<file path="config.mk">
export PLATFORM = sky130hd
export DESIGN_NAME = pdat_regs
export DESIGN_NICKNAME = d
export VERILOG_FILES = /design/src/pdat_pkg.sv /design/src/pdat_conv_seq.sv /design/src/pdat_regs.sv
export SDC_FILE = /design/constraint.sdc
export NUM_CORES = 1
export LEC_CHECK = 0
export ABC_AREA = 1
export BUFFER_PORTS_ARGS = -buffer_cell sky130_fd_sc_hd__buf_4
export CELL_PAD_IN_SITES_DETAIL_PLACEMENT = 1
export CELL_PAD_IN_SITES_GLOBAL_PLACEMENT = 1
export CORE_MARGIN = 5
export CORE_UTILIZATION = 44
export DETAILED_ROUTE_END_ITERATION = 10
export PLACE_DENSITY = 0.82
export REMOVE_ABC_BUFFERS = 1
export SLEW_MARGIN = 40
export SYNTH_ARGS = -nofsm -noshare
export SYNTH_HDL_FRONTEND = slang
export SYNTH_SLANG_ARGS = --single-unit
</file>
<file path="constraint.sdc">
create_clock -name clk -period 2.8 [get_ports clk]
set_clock_uncertainty 0.2 [all_clocks]
set_input_delay 0.14 -clock clk [delete_from_list [all_inputs] [get_ports clk]]
set_output_delay 0.14 -clock clk [all_outputs]
set_load 0.05 [all_outputs]
</file>
<file path="src/pdat_pkg.sv">
package pdat_pkg;
    // Register map
    localparam logic [7:0] PDAT_ADDR_POWER = 8'hB4;
    localparam logic [7:0] PDAT_ADDR_TRIG = 8'hC0;
    localparam logic [7:0] PDAT_ADDR_TEMP_LO = 8'hD0;
    localparam logic [7:0] PDAT_ADDR_TEMP_HI = 8'hD1;
    localparam logic [7:0] PDAT_ADDR_AIN_LO = 8'hD2;
    localparam logic [7:0] PDAT_ADDR_AIN_HI = 8'hD3;
    localparam logic [7:0] PDAT_ADDR_STATUS = 8'hD4;
    // Field positions and reset values
    localparam int PDAT_BIT_ADC_EN = 0;
    localparam int PDAT_BIT_REF_EN = 1;
    localparam int PDAT_BIT_TRIG = 0;
    localparam logic [7:0] PDAT_RESET_POWER = 8'h00;
    localparam logic [7:0] PDAT_RESET_TRIG = 8'h00;
    localparam logic [11:0] PDAT_RESET_RESULT = 12'h000;
    // Timing: 4 MHz converter oscillator derived from the 20 MHz clock
    localparam int PDAT_CLK_HZ = 20_000_000;
    localparam int PDAT_OSC_HZ = 4_000_000;
    localparam int PDAT_OSC_DIV = PDAT_CLK_HZ / PDAT_OSC_HZ;
    localparam int PDAT_CONV_OSC_CLKS = 138;
    localparam int PDAT_TEMP_OSC_CLKS = 1025;
endpackage

</file>
<file path="src/pdat_conv_seq.sv">
`timescale 1ns/1ps
`default_nettype none
module pdat_conv_seq #(
    parameter int DIV = 5,
    parameter int AIN_CLKS = 138,
    parameter int TEMP_CLKS = 1025
) (
    // Clock and reset
    input wire logic clk,
    input wire logic rst,
    input wire logic ce,
    // Control
    input wire logic start,
    // Status
    output logic busy,
    output logic done
);
    typedef enum logic [2:0] {
        PDAT_IDLE = 3'b001,
        PDAT_AIN = 3'b010,
        PDAT_TEMP = 3'b100
    } pdat_seq_t;

    pdat_seq_t state_r, state_nxt;
    logic [15:0] div_r;
    logic [15:0] cnt_r;
    wire osc_tick = (div_r == 16'(DIV - 1));
    wire cnt_last_ain = (cnt_r == 16'(AIN_CLKS - 1));
    wire cnt_last_temp = (cnt_r == 16'(TEMP_CLKS - 1));

    // Sequence: analog channel, then temperature channel
    always_comb begin
        state_nxt = state_r;
        case (state_r)
            PDAT_IDLE: if (start) state_nxt = PDAT_AIN;
            PDAT_AIN: if (osc_tick && cnt_last_ain) state_nxt = PDAT_TEMP;
            PDAT_TEMP: if (osc_tick && cnt_last_temp) state_nxt = PDAT_IDLE;
            default: state_nxt = PDAT_IDLE;
        endcase
    end

    // Oscillator divider and clock counter
    always_ff @(posedge clk or posedge rst) begin
        if (rst) begin
            state_r <= PDAT_IDLE;
            div_r <= 16'h0000;
            cnt_r <= 16'h0000;
            done <= 1'b0;
        end else if (ce) begin
            state_r <= state_nxt;
            done <= (state_r == PDAT_TEMP) && (state_nxt == PDAT_IDLE);
            if (state_r == PDAT_IDLE || osc_tick) div_r <= 16'h0000;
            else div_r <= div_r + 16'h0001;
            if (state_nxt != state_r) cnt_r <= 16'h0000;
            else if (osc_tick) cnt_r <= cnt_r + 16'h0001;
        end
    end

    assign busy = (state_r != PDAT_IDLE);
endmodule
`default_nettype wire

</file>
<file path="src/pdat_regs.sv">
// The plain strobed port is this design's own decision.
`timescale 1ns/1ps
`default_nettype none
// What this block does
// Power register bit1 reference, bit0 converter
// Reset clears power register to zero
// Disabled reference or converter stays low power
// Host keeps reserved upper bits zero
// Trigger bit one starts a conversion
// Trigger bit self-clears once conversion starts
// Trigger register resets to zero
// Results refresh after every completed conversion
// Conversion timing counts 4 MHz oscillator clocks
// Trigger ignored and cleared while converter off
module pdat_regs
    import pdat_pkg::*;
#(
    parameter int OSC_DIV = pdat_pkg::PDAT_OSC_DIV,
    parameter int AIN_CLKS = pdat_pkg::PDAT_CONV_OSC_CLKS,
    parameter int TEMP_CLKS = pdat_pkg::PDAT_TEMP_OSC_CLKS
) (
    // Clock, reset, enable
    input wire logic clk,
    input wire logic rst,
    input wire logic ce,
    // Register port
    input wire logic [7:0] addr,
    input wire logic [7:0] wdata,
    input wire logic wr,
    input wire logic rd,
    output logic [7:0] rdata,
    // Converter data path
    input wire logic [11:0] temp_sample,
    input wire logic [11:0] ain_sample,
    // Analog power controls and conversion busy status
    output logic reference_power_enable,
    output logic converter_power_enable,
    output logic conv_busy
);
    import pdat_pkg::*;

    logic [7:0] power_r;
    logic [7:0] trig_r;
    logic [11:0] temp_r;
    logic [11:0] ain_r;
    logic [7:0] rdata_nxt;
    logic seq_busy;
    logic seq_done;

    // Address decode
    wire wr_power = wr && (addr == PDAT_ADDR_POWER);
    wire wr_trig = wr && (addr == PDAT_ADDR_TRIG);
    wire conversion_trigger_bit = trig_r[PDAT_BIT_TRIG];
    wire adc_on = power_r[PDAT_BIT_ADC_EN];
    wire start = conversion_trigger_bit && adc_on && !seq_busy; // see

    // Readback mux; unmapped addresses read zero
    always_comb begin
        case (addr)
            PDAT_ADDR_POWER: rdata_nxt = power_r;
            PDAT_ADDR_TRIG: rdata_nxt = trig_r;
            PDAT_ADDR_TEMP_LO: rdata_nxt = temp_r[7:0];
            PDAT_ADDR_TEMP_HI: rdata_nxt = {4'h0, temp_r[11:8]};
            PDAT_ADDR_AIN_LO: rdata_nxt = ain_r[7:0];
            PDAT_ADDR_AIN_HI: rdata_nxt = {4'h0, ain_r[11:8]};
            PDAT_ADDR_STATUS: rdata_nxt = {7'h00, seq_busy};
            default: rdata_nxt = 8'h00;
        endcase
    end

    // Power control register, all bits stored as written
    always_ff @(posedge clk or posedge rst) begin
        if (rst) begin
            power_r <= PDAT_RESET_POWER;
        end else if (ce && wr_power) begin
            power_r <= wdata; // see
        end
    end

    // Trigger register; host write wins, else bit clears when taken
    always_ff @(posedge clk or posedge rst) begin
        if (rst) begin
            trig_r <= PDAT_RESET_TRIG;
        end else if (ce) begin
            if (wr_trig) trig_r <= wdata;
            else if (conversion_trigger_bit && (start || !adc_on))
                trig_r[PDAT_BIT_TRIG] <= 1'b0; // see
        end
    end

    // Result capture at end of sequence
    always_ff @(posedge clk or posedge rst) begin
        if (rst) begin
            temp_r <= PDAT_RESET_RESULT;
            ain_r <= PDAT_RESET_RESULT;
        end else if (ce && seq_done) begin
            temp_r <= temp_sample;
            ain_r <= ain_sample;
        end
    end

    // Registered outputs
    always_ff @(posedge clk or posedge rst) begin
        if (rst) begin
            rdata <= 8'h00;
            reference_power_enable <= 1'b0;
            converter_power_enable <= 1'b0;
            conv_busy <= 1'b0;
        end else if (ce) begin
            rdata <= rd ? rdata_nxt : 8'h00;
            reference_power_enable <= power_r[PDAT_BIT_REF_EN];
            converter_power_enable <= power_r[PDAT_BIT_ADC_EN];
            conv_busy <= seq_busy;
        end
    end

    // Conversion sequencer
    pdat_conv_seq #(
        .DIV(OSC_DIV),
        .AIN_CLKS(AIN_CLKS),
        .TEMP_CLKS(TEMP_CLKS)
    ) u_seq (
        .clk(clk),
        .rst(rst),
        .ce(ce),
        .start(start),
        .busy(seq_busy),
        .done(seq_done)
    );

    // Trigger ignored while converter off
    trig_off_a: assert property (@(posedge clk) disable iff (rst)
        (ce && conversion_trigger_bit && !adc_on && !wr_trig) |=> !seq_busy || $past(seq_busy))
        else $error("trigger started conversion while off");

    // Self clear after start
    trig_clear_a: assert property (@(posedge clk) disable iff (rst)
        (ce && start && !wr_trig) |=> !trig_r[PDAT_BIT_TRIG])
        else $error("trigger bit not cleared");

    // Start launches sequencer
    start_busy_a: assert property (@(posedge clk) disable iff (rst)
        (ce && start) |=> seq_busy)
        else $error("conversion did not start");

    // Results change only on done
    result_hold_a: assert property (@(posedge clk) disable iff (rst)
        (!(ce && seq_done)) |=> $stable(ain_r) && $stable(temp_r))
        else $error("result changed without conversion");

    // Power enable follows register
    power_out_a: assert property (@(posedge clk) disable iff (rst)
        (ce && wr_power) |=> ##1 (reference_power_enable == $past(wdata[1], 2)))
        else $error("reference enable mismatch");

    // Converter off keeps enable low
    adc_low_a: assert property (@(posedge clk) disable iff (rst)
        (!power_r[PDAT_BIT_ADC_EN] && ce) |=> !converter_power_enable)
        else $error("converter enabled while off");

    // Reset values
    reset_val_a: assert property (@(posedge clk)
        rst |-> (power_r == 8'h00))
        else $error("power register not reset");

    trig_reset_a: assert property (@(posedge clk)
        rst |-> (trig_r == 8'h00))
        else $error("trigger register not reset");
endmodule
`default_nettype wire

</file>
==> impl_metrics.csv <==
group,metric,value,unit
timing,setup_viol_count_final,0,
place,dp_cells,719,
layout,instances_no_fill,771,
worst_setup_path,crit_path_start_kind,"register",
timing,finalHoldViolCount,0,
cts,cts_tree,"done",
timing,period_share,0.847,
timing,timing.fmax,422,MHz
layout,n_fill_cell,1156,
cts,clkSinkCount,87,
grt,grt.met2_usage,0.400,
worst_setup_path,worstPathMaxFanout,9,
routing,routed_wl,13200,um
grt,grt-busiest-layer,"met2",
timing,fin_crit,2.37,ns
floorplanning,die-area,0.0123,mm2
synthesis,synth_cells,538,
routing,drc_errors,0,
synthesis,synthDistinctLibCells,40,
timing,setup_tns,0,ns
power,peakVddDrop,0.000250,V
routing,first_iter_violations,131,
floorplanning,fp.dieW,111,um
grt,grt.total_usage,0.225,
worst_setup_path,cp_data_arrival_time,2.43,ns
place,dpl.hpwl,8650,um
synthesis,ys_seq_elements,87,
grt,grt_max_degree,53,
floorplanning,start_util,0.456,
grt,grt_pass1_wl,22500,um
cts,clkSlewWorstSetupHoldPaths,0.10,ns
cts,clock_path_buffers,2,
grt,grt_pass1_vias,4590,
cts,htree_num_levels,3,
floorplanning,coreArea,0.00986,mm2
power,p_leak,2.78,nW
floorplanning,ios,56,
place,gp_congestion,0.849,
grt,antenna_found_initial,0,
hold_path,worst_hold_path_type,"input pin to register",
synthesis,synth_area,0.00449,mm2
cts,ctsRootBufferMaster,"clkbuf_8",
worst_setup_path,worstPathRequired,2.86,ns
synthesis,yosys_warnings,0,
grt,grt_use_met1,0.261,
routing,wire_per_inst,17.1,um
routing,ant_nets,0,
layout,drive_gt1_frac,0.199,
cts,cts-buffers-inserted,9,
grt,overflow,0,
timing,tightest_slew,0.658,ns
power,power_density,522,mW/mm2
place,place_area,0.00505,mm2
grt,grt.met3_usage,0.0377,
cts,worstSkewPairLatency,0.37,ns
floorplanning,num_rows,36,
place,io_buffer_count,55,
job,drv_cap,0,
routing,vias_per_cell,5.25,
run_status,status,"complete, no violations",
synthesis,synthesis.area_per_instance,8.35,um2
layout,antenna_cells,0,
timing,report.final.slew_viol_count,0,
timing,rsz0062_at_grt,"no",
layout,areaGrowthSynthToFinish,25.8,%
routing,vias,4045,
floorplanning,die_y,111,um
routing,drt_pass1_iterations,4,
worst_setup_path,path_class,"register to register",
timing,max-slew-margin-rel,0.561,
layout,fin_area,0.00565,mm2
layout,fin_nets,683,
worst_setup_path,endpoint_kind,"register",
synthesis,yosysSeqAreaShare,0.485,
-- state kept, by name, indices dropped and copies added (netlist names) --
register                count
power_r                     8
u_seq.div_r                16
ain_r                      12
conv_busy                   1
converter_power_enable      1
trig_r                      8
u_seq.state_r               3
temp_r                     12
u_seq.done                  1
rdata                       8
u_seq.cnt_r                16
reference_power_enable      1
-- metrics by stage --
| stage | utilization | hold WS (ns) | total power, mW | setup slack, ns |
|---|---|---|---|---|
| floorplan | - | 0.00920 | 1.72 | 0.211 |
| global placement | 0.512 | 0.0399 | 1.86 | 0.669 |
| detailed placement | 0.512 | 0.0482 | 1.89 | 0.538 |
| CTS | 0.572 | 0.0577 | 2.95 | 0.450 |
| global route | 0.573 | 0.164 | 3.10 | 0.249 |
| finish | 0.573 | 0.0631 | 2.95 | 0.428 |
-- synthesized netlist by cell type (all sizes together) --
library cell  count  area (um2)
o221ai            1        8.76
o21ai            31         159
and3              1        6.26
mux2             20         225
nand3            48         263
buf               6        51.3
nor4              2        25.0
dfstp             1        26.3
a21oi            14        70.1
nor3             15        86.3
xor2             12         105
a31o              1        8.76
ha                5        62.6
nor3b             1        7.51
o22ai             1        6.26
inv              65         246
nor2             78         328
dfrtp            86        2150
nand3b            2        15.0
o31ai             2        15.0
clkinv            1        3.75
a211oi            3        22.5
or2               1        6.26
xnor2             4        35.0
a31oi             4        25.0
nand2           117         449
and2              1        6.26
nand4             9        56.3
clkbuf            6        22.5
-- where the power goes --
| part | total [mW] | leakage (nW) | switching, mW | internal (mW) |
|---|---|---|---|---|
| Combinational | 0.524 | 1.50 | 0.319 | 0.205 |
| Sequential | 1.39 | 1.16 | 0.0610 | 1.33 |
| Clock | 1.04 | 0.112 | 0.486 | 0.550 |
-- layer usage --
layer  up-vias  wire length [um]
li1       1923                 -
met1      1996              5340
met2        97              6910
met3        29               535
met4         0               418
met5         -                 0
-- logic make-up after synthesis --
| logic type | after synthesis | share of synthesized area |
|---|---|---|
| and+or+nand+nor | 275 | 0.278 |
| xor gates and xnor gates | 16 | 0.0312 |
| muxes | 20 | 0.0501 |
| DFF | 87 | 0.485 |
| buffers and inverters | 78 | 0.0721 |
| adders and majority gates | 5 | 0.0139 |
| AOI/OAI and AO/OA | 57 | 0.0702 |
-- what timing repair did --
item	CTS	global route
setup buffers	0	0
resized for setup	0	0
hold buffers	36	0
endpoints found under the hold margin	84	0
-- area by class of cell --
| cell class | count | area, um2 | share of cell area |
|---|---|---|---|
| Sequential cell | 87 | 2180 | 0.385 |
| Multi-Input combinational cell | 373 | 2000 | 0.354 |
| Timing Repair Buffer | 96 | 823 | 0.146 |
| Inverter | 66 | 251 | 0.0445 |
| Tap cell | 133 | 166 | 0.0294 |
| Clock buffer | 11 | 151 | 0.0268 |
| Clock inverter | 5 | 80.1 | 0.0142 |
-- worst max-delay path: stages (launching register included) --
cell	delay, ns
dfrtp_1	0.42
inv_1	0.11
ha_1	0.18
inv_1	0.05
nor2_1	0.11
nand4_1	0.09
nor2_1	0.23
nor2_1	0.12
nor2_2	0.33
inv_1	0.22
and3_1	0.22
-- cells in the final DEF, fill, tap and decap left out, types with 2 or more instances in the layout --
cell type	instances
inv_1	62
buf_4	59
nand4_1	9
o21ai_1	2
nand3_1	45
mux2_2	20
xor2_1	12
nand2_1	113
a21oi_1	14
xnor2_1	4
a31oi_1	4
o21ai_0	28
nor3_1	14
clkbuf_8	11
nand3_2	2
nand3b_1	2
dfrtp_1	86
a211oi_1	3
nor2_2	14
o31ai_1	2
dlygate4sd3_1	36
clkinv_2	2
bufinv_16	2
clkinvlp_4	2
nor2_1	64
nand2_2	4
ha_1	5
-- path summary, 6_finish.rpt --
check                                        from                      to  slack [ns]  depth (start not counted)
setup / recovery                   u_seq.div_r[0]          u_seq.div_r[7]        0.43                         10
hold / removal                            addr[1]                rdata[0]        0.06                          6
setup reg to reg                   u_seq.div_r[0]          u_seq.div_r[7]        0.43                         10
hold reg to reg            reference_power_enable  reference_power_enable        0.29                          2
max in group asynchronous                     rst        u_seq.state_r[0]        1.45                          4
min in group asynchronous                     rst                rdata[1]        0.21                          3
Power figures use the tool's default switching activity.
